===== config.mk =====
export PLATFORM = sky130hd
export DESIGN_NAME = cpps_top
export DESIGN_NICKNAME = d
export VERILOG_FILES = /design/src/rtl/cpps_pkg.sv /design/src/rtl/cpps_top.sv
export SDC_FILE = /design/constraint.sdc
export NUM_CORES = 1
export LEC_CHECK = 0
export BUFFER_PORTS_ARGS = -buffer_cell sky130_fd_sc_hd__buf_4
export CAP_MARGIN = 20
export CORE_MARGIN = 2
export CORE_UTILIZATION = 50
export DETAILED_ROUTE_END_ITERATION = 7
export GPL_TIMING_DRIVEN = 0
export PLACE_DENSITY = 0.73
export REMOVE_ABC_BUFFERS = 1
export SLEW_MARGIN = 25
export SYNTH_ARGS = -nofsm -noshare
export SYNTH_HDL_FRONTEND = slang
export SYNTH_SLANG_ARGS = --single-unit

===== constraint.sdc =====
create_clock -name pclk -period 5 [get_ports pclk]
set_clock_uncertainty 0.15 [all_clocks]
set_input_delay 0.5 -clock pclk [delete_from_list [all_inputs] [get_ports pclk]]
set_output_delay 0.5 -clock pclk [all_outputs]
set_load 0.005 [all_outputs]

===== src/rtl/cpps_pkg.sv =====
// constants, state encoding and register map of the power-path sequencer
// assumes one 200 MHz clock and an APB master that owns the register bus
//
// Overview of operation
// - reset starts with battery connected when present
// - adapter ok, wait 150ms or 1.3s, swap
// - outgoing switch off before incoming on, except failed gate check swaps at one edge
// - no adapter: adapter off, battery on if healthy
// - swap only if not discharging or depleted
// - gate low after 20ms: off, retry 1.3s
// - seventh failure in 90s latches adapter off
// - failure counter clears after 90 seconds
// - charging disabled while adapter switches are off
// - adapter off when not ok or discharge undepleted
// - option bit 6 forces battery discharge mode
// - depleted battery ends discharge, clears bit 6
// - bits 12:11 select depletion threshold
// - charging starts only when every condition holds
// - any fault or inhibit stops charging
// - soft start 128mA, 64mA steps per 240us
// - option bit 5 selects current monitor source
// - watchdog expiry suspends charging, keeps registers
// - voltage or current write restarts watchdog
// - option bits 14:13 select watchdog period
// - disabling watchdog after expiry resumes charging
// - low bootstrap voltage starts low-side refresh, except while charging is disabled
// - option bit 15 picks long delay later
package cpps_pkg;

    // ===========================================================
    // time base
    localparam int          CLK_PERIOD_NS = 5;
    localparam int          TICK_NS       = 1000;
    localparam logic [7:0]  TICK_CYC      = 8'(TICK_NS / CLK_PERIOD_NS);
    localparam int          TICKS_PER_MS  = 1000000 / TICK_NS;

    localparam int          DLY_SHORT_MS  = 150;
    localparam int          DLY_LONG_MS   = 1300;
    localparam int          GATE_CHK_MS   = 20;
    localparam int          RETRY_MS      = 1300;
    localparam int          FAIL_WIN_S    = 90;
    localparam int          WD_44_S       = 44;
    localparam int          WD_88_S       = 88;
    localparam int          WD_175_S      = 175;
    localparam int          SS_STEP_US    = 240;
    localparam int          BBM_US        = 1;

    localparam logic [27:0] DLY_SHORT_TK  = 28'(DLY_SHORT_MS * TICKS_PER_MS);
    localparam logic [27:0] DLY_LONG_TK   = 28'(DLY_LONG_MS * TICKS_PER_MS);
    localparam logic [27:0] GATE_CHK_TK   = 28'(GATE_CHK_MS * TICKS_PER_MS);
    localparam logic [27:0] RETRY_TK      = 28'(RETRY_MS * TICKS_PER_MS);
    localparam logic [27:0] FAIL_WIN_TK   = 28'(FAIL_WIN_S * 1000 * TICKS_PER_MS);
    localparam logic [27:0] WD_44_TK      = 28'(WD_44_S * 1000 * TICKS_PER_MS);
    localparam logic [27:0] WD_88_TK      = 28'(WD_88_S * 1000 * TICKS_PER_MS);
    localparam logic [27:0] WD_175_TK     = 28'(WD_175_S * 1000 * TICKS_PER_MS);
    localparam logic [27:0] SS_STEP_TK    = 28'(SS_STEP_US * TICKS_PER_MS / 1000);
    localparam logic [27:0] BBM_TK        = 28'(BBM_US * TICKS_PER_MS / 1000);

    localparam logic [2:0]  FAIL_MAX      = 3'h7;

    // ===========================================================
    // register map, byte addresses
    localparam logic [7:0]  ADDR_OPTION   = 8'h00;
    localparam logic [7:0]  ADDR_CHG_VOLT = 8'h04;
    localparam logic [7:0]  ADDR_CHG_CURR = 8'h08;
    localparam logic [7:0]  ADDR_IN_CURR  = 8'h0c;
    localparam logic [7:0]  ADDR_STATUS   = 8'h10;

    localparam logic [15:0] OPTION_RST    = 16'h6000;
    localparam logic [15:0] CHG_VOLT_RST  = 16'h0000;
    localparam logic [15:0] CHG_CURR_RST  = 16'h0000;
    localparam logic [15:0] IN_CURR_RST   = 16'h1000;

    // option word fields
    localparam int          OPT_INHIBIT   = 0;
    localparam int          OPT_IMON_SEL  = 5;
    localparam int          OPT_DISCHARGE = 6;
    localparam int          OPT_DEPL_LO   = 11;
    localparam int          OPT_WD_LO     = 13;
    localparam int          OPT_LONG_DLY  = 15;

    // setting word fields
    localparam int          CV_LO         = 4;
    localparam int          CV_HI         = 14;
    localparam int          CC_LO         = 6;
    localparam int          CC_HI         = 12;
    localparam int          IC_LO         = 7;
    localparam int          IC_HI         = 12;

    // soft start in 64 mA units
    localparam logic [6:0]  SS_START      = 7'h02;

    // default watchdog code map: code n selects period n (0 = off)
    localparam logic [7:0]  WD_MAP_DEF    = 8'he4;

    typedef enum logic [2:0] {
        S_BAT, S_DLY, S_BRK_A, S_ADP_ON, S_ADP, S_BRK_B, S_RETRY, S_LATCH
    } cpps_pp_state_t;

    typedef struct packed {
        cpps_pp_state_t st;
        logic [15:0]    opt;
        logic [15:0]    cv;
        logic [15:0]    cc;
        logic [15:0]    ic;
        logic [7:0]     tick_cnt;
        logic           tick;
        logic [27:0]    tmr;
        logic [2:0]     fail_cnt;
        logic [27:0]    win_cnt;
        logic [27:0]    wd_cnt;
        logic           wd_exp;
        logic           long_ok;
        logic           current_limit_input_ok;
        logic [27:0]    ss_cnt;
        logic [6:0]     target;
        logic           adp_drv;
        logic           bat_drv;
        logic           chg_en;
        logic           imon_sel;
        logic           bst_ref;
        logic [1:0]     dep_sel;
        logic           pready;
        logic           pslverr;
        logic [31:0]    prdata;
    } cpps_state_t;

endpackage : cpps_pkg


===== src/rtl/cpps_top.sv =====
// power-path sequencer, charge qualification, soft start and watchdog
// assumes analog comparators deliver clean synchronous levels; presetn
// also covers the adapter-detect-low reset of the device
//
// Local design decisions: the register addresses and the APB register port.
`timescale 1ns/10ps
`default_nettype none

module cpps_top
    import cpps_pkg::*;
#(
    parameter logic [27:0] P_DLY_SHORT = DLY_SHORT_TK,
    parameter logic [27:0] P_DLY_LONG  = DLY_LONG_TK,
    parameter logic [27:0] P_GATE_CHK  = GATE_CHK_TK,
    parameter logic [27:0] P_RETRY     = RETRY_TK,
    parameter logic [27:0] P_FAIL_WIN  = FAIL_WIN_TK,
    parameter logic [27:0] P_WD_44     = WD_44_TK,
    parameter logic [27:0] P_WD_88     = WD_88_TK,
    parameter logic [27:0] P_WD_175    = WD_175_TK,
    parameter logic [27:0] P_SS_STEP   = SS_STEP_TK,
    parameter logic [7:0]  P_WD_MAP    = WD_MAP_DEF
) (
    input  wire logic        pclk,
    input  wire logic        presetn,
    input  wire logic        psel,
    input  wire logic        penable,
    input  wire logic        pwrite,
    input  wire logic [7:0]  paddr,
    input  wire logic [31:0] pwdata,
    output logic      [31:0] prdata,
    output logic             pready,
    output logic             pslverr,
    input  wire logic        adapter_ok,
    input  wire logic        vcc_above_undervoltage_lockout,
    input  wire logic        battery_sense_above_undervoltage_lockout,
    input  wire logic        adapter_sense_negative_ok,
    input  wire logic        gate_voltage_ok,
    input  wire logic        below_depletion,
    input  wire logic        current_limit_above_start,
    input  wire logic        current_limit_below_stop,
    input  wire logic        battery_overvoltage,
    input  wire logic        thermal_shutdown,
    input  wire logic        input_overcurrent,
    input  wire logic        short_circuit,
    input  wire logic        bootstrap_low,
    output logic             adapter_gate_drive,
    output logic             battery_gate_drive,
    output logic             charge_enable,
    output logic      [6:0]  charge_current_target,
    output logic             current_monitor_sel,
    output logic      [1:0]  depletion_sel,
    output logic             bootstrap_refresh
);

    cpps_state_t q_ff;
    cpps_state_t nxt_q;

    logic        setup;
    logic        wr_en;
    logic        addr_hit;
    logic [31:0] rd_word;
    logic        calibration_discharge_mode;
    logic        adp_off;
    logic        bat_cond;
    logic        lim_ok;
    logic [1:0]  wd_sel;
    logic [27:0] wd_lim;
    logic [27:0] dly_lim;
    logic [6:0]  cc_units;

    // ===========================================================
    // combinational helpers
    always_comb begin
        setup    = psel & ~penable;
        wr_en    = psel & penable & pwrite & q_ff.pready;
        addr_hit = (paddr == ADDR_OPTION) || (paddr == ADDR_CHG_VOLT) || (paddr == ADDR_CHG_CURR)
                   || (paddr == ADDR_IN_CURR) || (paddr == ADDR_STATUS);
        case (paddr)
            ADDR_OPTION:   rd_word = {16'h0000, q_ff.opt};
            ADDR_CHG_VOLT: rd_word = {16'h0000, q_ff.cv};
            ADDR_CHG_CURR: rd_word = {16'h0000, q_ff.cc};
            ADDR_IN_CURR:  rd_word = {16'h0000, q_ff.ic};
            ADDR_STATUS:   rd_word = {13'h0000, q_ff.target, q_ff.fail_cnt, 3'(q_ff.st), q_ff.wd_exp,
                                      q_ff.chg_en, q_ff.bat_drv, q_ff.adp_drv, q_ff.long_ok, q_ff.current_limit_input_ok};
            default:       rd_word = 32'h0000_0000;
        endcase
        calibration_discharge_mode    = q_ff.opt[OPT_DISCHARGE];
        adp_off  = !adapter_ok || (calibration_discharge_mode && !below_depletion);
        bat_cond = vcc_above_undervoltage_lockout && battery_sense_above_undervoltage_lockout && adapter_sense_negative_ok;
        lim_ok   = (q_ff.cv[CV_HI:CV_LO] != 11'h000) && (q_ff.cc[CC_HI:CC_LO] != 7'h00)
                   && (q_ff.ic[IC_HI:IC_LO] != 6'h00);
        cc_units = q_ff.cc[CC_HI:CC_LO];
        // code-to-period mapping kept as a parameter since the field code is not fixed
        wd_sel   = P_WD_MAP[2 * q_ff.opt[OPT_WD_LO +: 2] +: 2];
        case (wd_sel)
            2'h1:    wd_lim = P_WD_44;
            2'h2:    wd_lim = P_WD_88;
            2'h3:    wd_lim = P_WD_175;
            default: wd_lim = 28'h000_0000;
        endcase
        // long delay only after the adapter path has been dropped once
        dly_lim  = (q_ff.long_ok && q_ff.opt[OPT_LONG_DLY]) ? P_DLY_LONG : P_DLY_SHORT;
    end

    // ===========================================================
    // next-state logic
    always_comb begin
        nxt_q      = q_ff;
        nxt_q.tick = 1'b0;

        // free-running time base, every delay counts these ticks
        if (q_ff.tick_cnt == TICK_CYC - 8'h01) begin
            nxt_q.tick_cnt = 8'h00;
            nxt_q.tick     = 1'b1;
        end else begin
            nxt_q.tick_cnt = q_ff.tick_cnt + 8'h01;
        end

        // apb: one wait-free access phase, data captured at setup
        nxt_q.pready  = setup;
        nxt_q.pslverr = setup & ~addr_hit;
        if (setup) begin
            nxt_q.prdata = rd_word;
        end
        if (wr_en) begin
            case (paddr)
                ADDR_OPTION:   nxt_q.opt = pwdata[15:0];
                ADDR_CHG_VOLT: nxt_q.cv  = pwdata[15:0];
                ADDR_CHG_CURR: nxt_q.cc  = pwdata[15:0];
                ADDR_IN_CURR:  nxt_q.ic  = pwdata[15:0];
                default:       nxt_q.cv  = q_ff.cv;
            endcase
        end

        // state timer in ticks
        if (q_ff.tick) begin
            nxt_q.tmr = q_ff.tmr + 28'h000_0001;
        end

        // failure window: spaced-out failures never accumulate
        if (q_ff.fail_cnt == 3'h0) begin
            nxt_q.win_cnt = 28'h000_0000;
        end else if (q_ff.win_cnt >= P_FAIL_WIN) begin
            nxt_q.win_cnt  = 28'h000_0000;
            nxt_q.fail_cnt = 3'h0;
        end else if (q_ff.tick) begin
            nxt_q.win_cnt = q_ff.win_cnt + 28'h000_0001;
        end

        // power-path selection
        case (q_ff.st)
            S_BAT: begin
                if (adapter_ok && (!calibration_discharge_mode || below_depletion)) begin
                    if (calibration_discharge_mode) begin
                        nxt_q.opt[OPT_DISCHARGE] = 1'b0;
                        nxt_q.st = S_BRK_A;
                    end else begin
                        nxt_q.st = S_DLY;
                    end
                end
            end
            S_DLY: begin
                if (adp_off) begin
                    nxt_q.st = S_BAT;
                end else if (q_ff.tmr >= dly_lim) begin
                    nxt_q.st = S_BRK_A;
                end
            end
            S_BRK_A: begin
                if (adp_off) begin
                    nxt_q.st = S_BAT;
                end else if (q_ff.tmr >= BBM_TK) begin
                    nxt_q.st = S_ADP_ON;
                end
            end
            S_ADP_ON: begin
                if (adp_off) begin
                    nxt_q.st = S_BRK_B;
                end else if (q_ff.tmr >= P_GATE_CHK) begin
                    if (gate_voltage_ok) begin
                        nxt_q.st = S_ADP;
                    end else begin
                        // a window expiring in this very cycle restarts the count at one
                        nxt_q.fail_cnt = nxt_q.fail_cnt + 3'h1;
                        nxt_q.st = (nxt_q.fail_cnt == FAIL_MAX) ? S_LATCH : S_RETRY;
                    end
                end
            end
            S_ADP: begin
                if (adp_off) begin
                    nxt_q.st = S_BRK_B;
                end
            end
            S_BRK_B: begin
                if (q_ff.tmr >= BBM_TK) begin
                    nxt_q.st = S_BAT;
                end
            end
            S_RETRY: begin
                if (q_ff.tmr >= P_RETRY) begin
                    nxt_q.st = adp_off ? S_BAT : S_BRK_A;
                end
            end
            S_LATCH: begin
                nxt_q.st = S_LATCH;
            end
            default: begin
                nxt_q.st = S_BAT;
            end
        endcase
        if (nxt_q.st != q_ff.st) begin
            nxt_q.tmr = 28'h000_0000;
        end

        // switch drives: disjoint state sets keep the two paths apart
        nxt_q.adp_drv = (nxt_q.st == S_ADP_ON) || (nxt_q.st == S_ADP);
        nxt_q.bat_drv = bat_cond && ((nxt_q.st == S_BAT) || (nxt_q.st == S_DLY)
                        || (nxt_q.st == S_RETRY) || (nxt_q.st == S_LATCH));
        if (q_ff.adp_drv && !nxt_q.adp_drv) begin
            nxt_q.long_ok = 1'b1;
        end

        // watchdog: charge voltage and charge current writes restart it, disabling clears expiry
        if (wr_en && ((paddr == ADDR_CHG_VOLT) || (paddr == ADDR_CHG_CURR))) begin
            nxt_q.wd_cnt = 28'h000_0000;
            nxt_q.wd_exp = 1'b0;
        end else if (wd_sel == 2'h0) begin
            nxt_q.wd_cnt = 28'h000_0000;
            nxt_q.wd_exp = 1'b0;
        end else if (!q_ff.wd_exp) begin
            if (q_ff.wd_cnt >= wd_lim) begin
                nxt_q.wd_exp = 1'b1;
            end else if (q_ff.tick) begin
                nxt_q.wd_cnt = q_ff.wd_cnt + 28'h000_0001;
            end
        end

        // current-limit pin hysteresis between start and stop levels
        if (current_limit_above_start) begin
            nxt_q.current_limit_input_ok = 1'b1;
        end else if (current_limit_below_stop) begin
            nxt_q.current_limit_input_ok = 1'b0;
        end

        // charge qualification
        nxt_q.chg_en = !q_ff.opt[OPT_INHIBIT] && q_ff.current_limit_input_ok && lim_ok && adapter_ok
                       && (nxt_q.st == S_ADP) && gate_voltage_ok && !battery_overvoltage
                       && !thermal_shutdown && !input_overcurrent && !short_circuit
                       && !q_ff.wd_exp;

        // soft start ramps the current target upward
        if (!nxt_q.chg_en) begin
            nxt_q.target = 7'h00;
            nxt_q.ss_cnt = 28'h000_0000;
        end else if (!q_ff.chg_en) begin
            nxt_q.target = SS_START;
            nxt_q.ss_cnt = 28'h000_0000;
        end else if (q_ff.target > cc_units) begin
            nxt_q.target = cc_units;
        end else if (q_ff.target < cc_units && q_ff.tick) begin
            if (q_ff.ss_cnt >= P_SS_STEP - 28'h000_0001) begin
                nxt_q.target = q_ff.target + 7'h01;
                nxt_q.ss_cnt = 28'h000_0000;
            end else begin
                nxt_q.ss_cnt = q_ff.ss_cnt + 28'h000_0001;
            end
        end

        nxt_q.imon_sel = nxt_q.opt[OPT_IMON_SEL];
        nxt_q.dep_sel  = nxt_q.opt[OPT_DEPL_LO +: 2];
        // refresh only while the converter switches; limits duty to about 99.5%
        nxt_q.bst_ref  = bootstrap_low && nxt_q.chg_en;
    end

    // ===========================================================
    // state register
    always_ff @(posedge pclk or negedge presetn) begin
        if (!presetn) begin
            q_ff     <= '0;
            q_ff.opt <= OPTION_RST;
            q_ff.cv  <= CHG_VOLT_RST;
            q_ff.cc  <= CHG_CURR_RST;
            q_ff.ic  <= IN_CURR_RST;
        end else begin
            q_ff <= nxt_q;
        end
    end

    assign prdata                = q_ff.prdata;
    assign pready                = q_ff.pready;
    assign pslverr               = q_ff.pslverr;
    assign adapter_gate_drive    = q_ff.adp_drv;
    assign battery_gate_drive    = q_ff.bat_drv;
    assign charge_enable         = q_ff.chg_en;
    assign charge_current_target = q_ff.target;
    assign current_monitor_sel   = q_ff.imon_sel;
    assign depletion_sel         = q_ff.dep_sel;
    assign bootstrap_refresh     = q_ff.bst_ref;

    // ===========================================================
    // assertions
    a_bbm_exclusive: assert property (@(posedge pclk) disable iff (!presetn)
        !(adapter_gate_drive && battery_gate_drive))
        else $error("adapter and battery switches on together");

    a_chg_needs_adp: assert property (@(posedge pclk) disable iff (!presetn)
        charge_enable |-> adapter_gate_drive)
        else $error("charging with adapter path off");

    a_bat_conditions: assert property (@(posedge pclk) disable iff (!presetn)
        battery_gate_drive |-> $past(vcc_above_undervoltage_lockout && battery_sense_above_undervoltage_lockout && adapter_sense_negative_ok))
        else $error("battery switch on without healthy conditions");

    a_calibration_discharge_mode_exit: assert property (@(posedge pclk) disable iff (!presetn)
        (q_ff.st == S_BAT && calibration_discharge_mode && adapter_ok && below_depletion) |=> !q_ff.opt[OPT_DISCHARGE])
        else $error("discharge mode bit not cleared on depletion");

    a_latch_hold: assert property (@(posedge pclk) disable iff (!presetn)
        (q_ff.st == S_LATCH) |=> (q_ff.st == S_LATCH) && !adapter_gate_drive)
        else $error("latched state left");

    a_inhibit_stop: assert property (@(posedge pclk) disable iff (!presetn)
        q_ff.opt[OPT_INHIBIT] |=> !charge_enable)
        else $error("charging while inhibited");

    a_ss_start: assert property (@(posedge pclk) disable iff (!presetn)
        $rose(charge_enable) |-> charge_current_target == SS_START)
        else $error("soft start did not begin at start value");

    a_adp_off: assert property (@(posedge pclk) disable iff (!presetn)
        !adapter_ok |=> !adapter_gate_drive)
        else $error("adapter path on with adapter not ok");

    a_wd_stop: assert property (@(posedge pclk) disable iff (!presetn)
        q_ff.wd_exp |=> !charge_enable)
        else $error("charging after watchdog expiry");

    // a landed charge voltage or charge current write clears any pending watchdog expiry
    a_wd_restart: assert property (@(posedge pclk) disable iff (!presetn)
        (psel && penable && pwrite && pready && (paddr == ADDR_CHG_VOLT || paddr == ADDR_CHG_CURR)) |=> !q_ff.wd_exp)
        else $error("watchdog not restarted by setting write");

    // monitor source follows the option bit as soon as the write lands
    a_imon_write: assert property (@(posedge pclk) disable iff (!presetn)
        (psel && penable && pwrite && pready && paddr == ADDR_OPTION)
        |=> (current_monitor_sel == $past(pwdata[OPT_IMON_SEL])))
        else $error("monitor source does not follow option write");

    // depletion threshold code follows the option field as soon as the write lands
    a_dep_write: assert property (@(posedge pclk) disable iff (!presetn)
        (psel && penable && pwrite && pready && paddr == ADDR_OPTION)
        |=> (depletion_sel == $past(pwdata[OPT_DEPL_LO +: 2])))
        else $error("depletion select does not follow option write");

    // refresh pulses only follow a low bootstrap voltage while switching
    a_bst_refresh: assert property (@(posedge pclk) disable iff (!presetn)
        bootstrap_refresh |-> $past(bootstrap_low) && charge_enable)
        else $error("refresh without low bootstrap voltage");

    // a failed gate check drops the adapter path at the next edge
    a_gate_fail: assert property (@(posedge pclk) disable iff (!presetn)
        (q_ff.st == S_ADP_ON && q_ff.tmr >= P_GATE_CHK && !gate_voltage_ok) |=> !adapter_gate_drive)
        else $error("adapter path kept on after failed gate check");

    // any converter fault drops charging at the next edge
    a_fault_stop: assert property (@(posedge pclk) disable iff (!presetn)
        (battery_overvoltage || thermal_shutdown || input_overcurrent || short_circuit) |=> !charge_enable)
        else $error("charging continued through a fault");

    // no changeover starts while the adapter is not usable
    a_swap_hold: assert property (@(posedge pclk) disable iff (!presetn)
        (q_ff.st == S_BAT && !(adapter_ok && (!calibration_discharge_mode || below_depletion))) |=> (q_ff.st == S_BAT))
        else $error("changeover started without a usable adapter");

endmodule : cpps_top

`default_nettype wire


==> summary.md <==
| Metric | Value |
|---|---|
| Status | `complete, no violations` |
| P_sw | `1.085 mW` |
| Max FO, Critical Path | `8` |
| Fillers | `2107` |
| Worst-path clk slew | `60 ps` |
| Synth Warn # | `0` |
| Via/cell ratio | `5.701` |
| Power Density | `298.9 nW/um^2` |
| Clk sinks | `226` |
| Antenna violations before repair | `1` |
| Hold Crit Depth | `2` |
| CP endpoint | `q_ff[98]` |
| FF-to-FF setup slack | `670 ps` |
| Drt wl/cell | `17.27 um` |
| Die height | `160.7 um` |
| Die Wd | `160.7 um` |
| Post-Syn Area | `12280 um^2` |
| Ant diodes | `0` |
| Worst r2r src | `q_ff[236]` |
| Crit-path slowest cell | `a2111oi_4` |
| CTS H-tree depth | `1` |
| Slowest Stage Delay on Critical Path | `610 ps` |
| Syn_area_per_cell | `9.846 um^2` |
| IO Port Bufs | `76` |
| Most used DFF post-synth | `dfrtp_1` |
| Combinational share of power | `11.8%` |
| Critical path class | `register to register` |
| Commonest non-fill, non-tap cells in the layout | `dfrtp_1 (223), nor2_1 (131), nand2_1 (104), buf_4 (78)` |
| DPL Wire Length | `19130 um` |
| Max IR drop VDD | `0.2072 mV` |
| EDFF count, synth | `0` |
| Die area | `25830 um^2` |
| Tcrit/Tclk final | `86.62%` |
| Crit-path cells | `inv_1 -> ha_1 -> o21bai_1 -> ha_1 -> a21o_1 -> a21o_1 -> a211oi_1 -> nand2_1 -> a2111oi_4 -> o21ai_0 -> or3_1 -> a21oi_1` |
| Initial Utilization | `50.63%` |
| DRT Wirelength | `28150 um` |
| Placer Congestion | `0.8732` |
| WP data arrival | `4630 ps` |
| Netlist cell types | `68` |
| Max clock buf depth | `3` |
| Worst min path class | `input port to register` |
| Layout Nets | `1401` |
| Clock power share | `41.7%` |
| Hold violation count in the final report | `0` |
| Worst Setup End Kind | `register` |
| Post-CTS Resized | `0` |
| First-pass GRT wire length | `46420 um` |
| Total cell area at the placement stage | `13010 um^2` |
| Worst skew pair latency | `520 ps` |
| Global route total overflow | `0` |
| DRT iter0 DRCs | `702` |
| Io pins | `106` |
| Async SR Flop Fraction | `100.0%` |
| Fraction of layout cells with a size suffix above 1 | `16.69%` |
| Max Transition Viols Final | `0` |
| Sequential power share | `46.4%` |
| Placeable Area | `24250 um^2` |
| Tmin final | `4331 ps` |
| RSZ-0062 raised after global routing | `no` |
| Final Instance Area | `13790 um^2` |
| Type of origin of the critical path | `register` |
| Reg-to-reg endpoint | `q_ff[98]` |
| Slew @ Worst Pin | `1052 ps` |
| Root buf cell | `clkbuf_16` |
| Area grow syn2layout | `12.28%` |
| Gr usage total | `21.77%` |
| Leakage power total | `6.109 nW` |
| Via count | `9292` |
| Post-route non-filler standard cell count | `1630` |
| Internal Pwr Total | `3.036 mW` |
| FMAX | `0.2309 GHz` |
| Vias in the first global route | `9112` |
| WP data required | `5290 ps` |
| Synth Instances | `1247` |
| Yosys reg bits | `226` |
| Most common cell after layout, fill and taps aside | `dfrtp_1` |
| Max_slew headroom | `29.22%` |
| DRC | `0` |
| DRT antenna net count | `0` |
| Switching part of the total power | `26.33%` |
| Cell Rows | `57` |
| Pin count of the biggest net entering global routing | `93` |
| CTS tree | `yes` |
| Reg2reg path depth | `12` |
| First-pass DRT Iterations | `5` |
| TritonCTS buffer count | `25` |
| MaxCap Viol Count | `0` |
| Critical path origin | `q_ff[236]` |
| Sequential area share after synthesis | `46.09%` |
| Final setup vio count | `0` |
| Dpl cells | `1584` |
## synth_stat cells, types with 7 or more instances
library cell,number,area share (%)
or3_1,18,0.92
o21ai_0,51,2.1
o31ai_1,7,0.43
a221oi_1,10,0.71
mux2_2,65,6.0
clkbuf_1,33,1.0
dfrtp_1,223,45
nand4_1,28,1.4
nor4_1,20,1.0
and3_1,30,1.5
ha_1,54,5.5
xor2_1,65,4.6
nand3_1,50,2.0
nor2_1,134,4.1
nand2_1,105,3.2
nor3_1,42,1.7
a211oi_1,11,0.67
or4_1,9,0.55
a21o_1,7,0.43
xnor2_1,24,1.7
mux2i_1,13,1.1
a21oi_1,40,1.6
buf_4,41,2.5
inv_1,44,1.3
a31oi_1,18,0.92
and2_1,7,0.36
## critical path, delay by kind of cell (launching register included)
kind,cells,cell delay (ps)
AO/OA/AOI/OAI,7,2170
adder cells (fa/ha/maj),2,630
buffers and inverters,1,80
flip-flops,1,590
AND/OR/NAND/NOR,2,640
## state kept, by name, summed over array words and instances (netlist names), 7 cells and up
name / count
q_ff: 185
prdata: 19
cc_units: 7
charge_current_target: 7
## logic make-up (layout without fill, tap and decap cells)
group                      Yosys count  after routing  synth area share (%)
AOI/OAI and AO/OA                  186            186                 10.09
xor gates and xnor gates            89             89                 6.349
adders and majority gates           54             54                 5.503
buffers and inverters              129            175                 5.370
DFF                                226            226                 46.09
muxes                               78             78                 7.021
other                                1             14               0.03054
and+or+nand+nor                    484            484                 19.55
## worst min-delay path by stage
stage | startpoint | end | slack [ps]
global route | bootstrap_low | bootstrap_refresh | 60
detailed placement | prdata[17] | prdata[17] | 320
CTS | bootstrap_low | bootstrap_refresh | 30
finish | bootstrap_low | bootstrap_refresh | 40
global placement | prdata[4] | prdata[4] | 320
floorplan | presetn | adapter_gate_drive | 50
## area by class of cell
| type | instances | area (um^2) | share of cell area [%] |
|---|---|---|---|
| clock inverter | 12 | 90.09 | 0.6535 |
| clock buffer | 32 | 661.9 | 4.801 |
| inverter | 44 | 165.2 | 1.198 |
| sequential | 226 | 5659 | 41.05 |
| timing repair buffer | 87 | 732.0 | 5.310 |
| multi-input combinational | 905 | 6072 | 44.05 |
| tap | 324 | 405.4 | 2.941 |
## power groups by stage
stage / combinational (mW) / clock, mW / sequential, mW
2_1_floorplan: 0.253 / 0 / 1.93
3_3_place_gp: 0.426 / 0 / 1.95
3_5_place_dp: 0.487 / 0 / 1.95
4_1_cts: 0.491 / 1.76 / 1.91
5_1_grt: 0.543 / 1.83 / 1.92
6_report: 0.487 / 1.72 / 1.91
## repair_timing
action	in CTS	in global routing
setup endpoints to repair	0	0
buffers inserted	0	0
endpoints found under the hold margin	75	0
hold buffers	2	0
## layer usage
layer / global-route usage [%] / routed length, um
met1: 29.20 / 12450
met5: 0 / 13
met4: 6.291 / 728
met2: 36.62 / 13470
met3: 3.667 / 1482
## stage by stage
step	setup TNS [ps]	total power, mW	utilization (%)	setup WS, ps	hold WS (ps)
final	0	4.121	56.85	669.2	40.29
after global routing	0	4.294	56.85	474.0	61.30
after CTS	0	4.162	56.85	702.0	30.14
after detailed placement	0	2.433	53.66	721.6	323.8
after global placement	-8009	2.371	52.82	-469.4	318.9
after floorplan	0	2.183	-	964.3	54.41
Note: power is estimated with default switching activity, not from simulation.
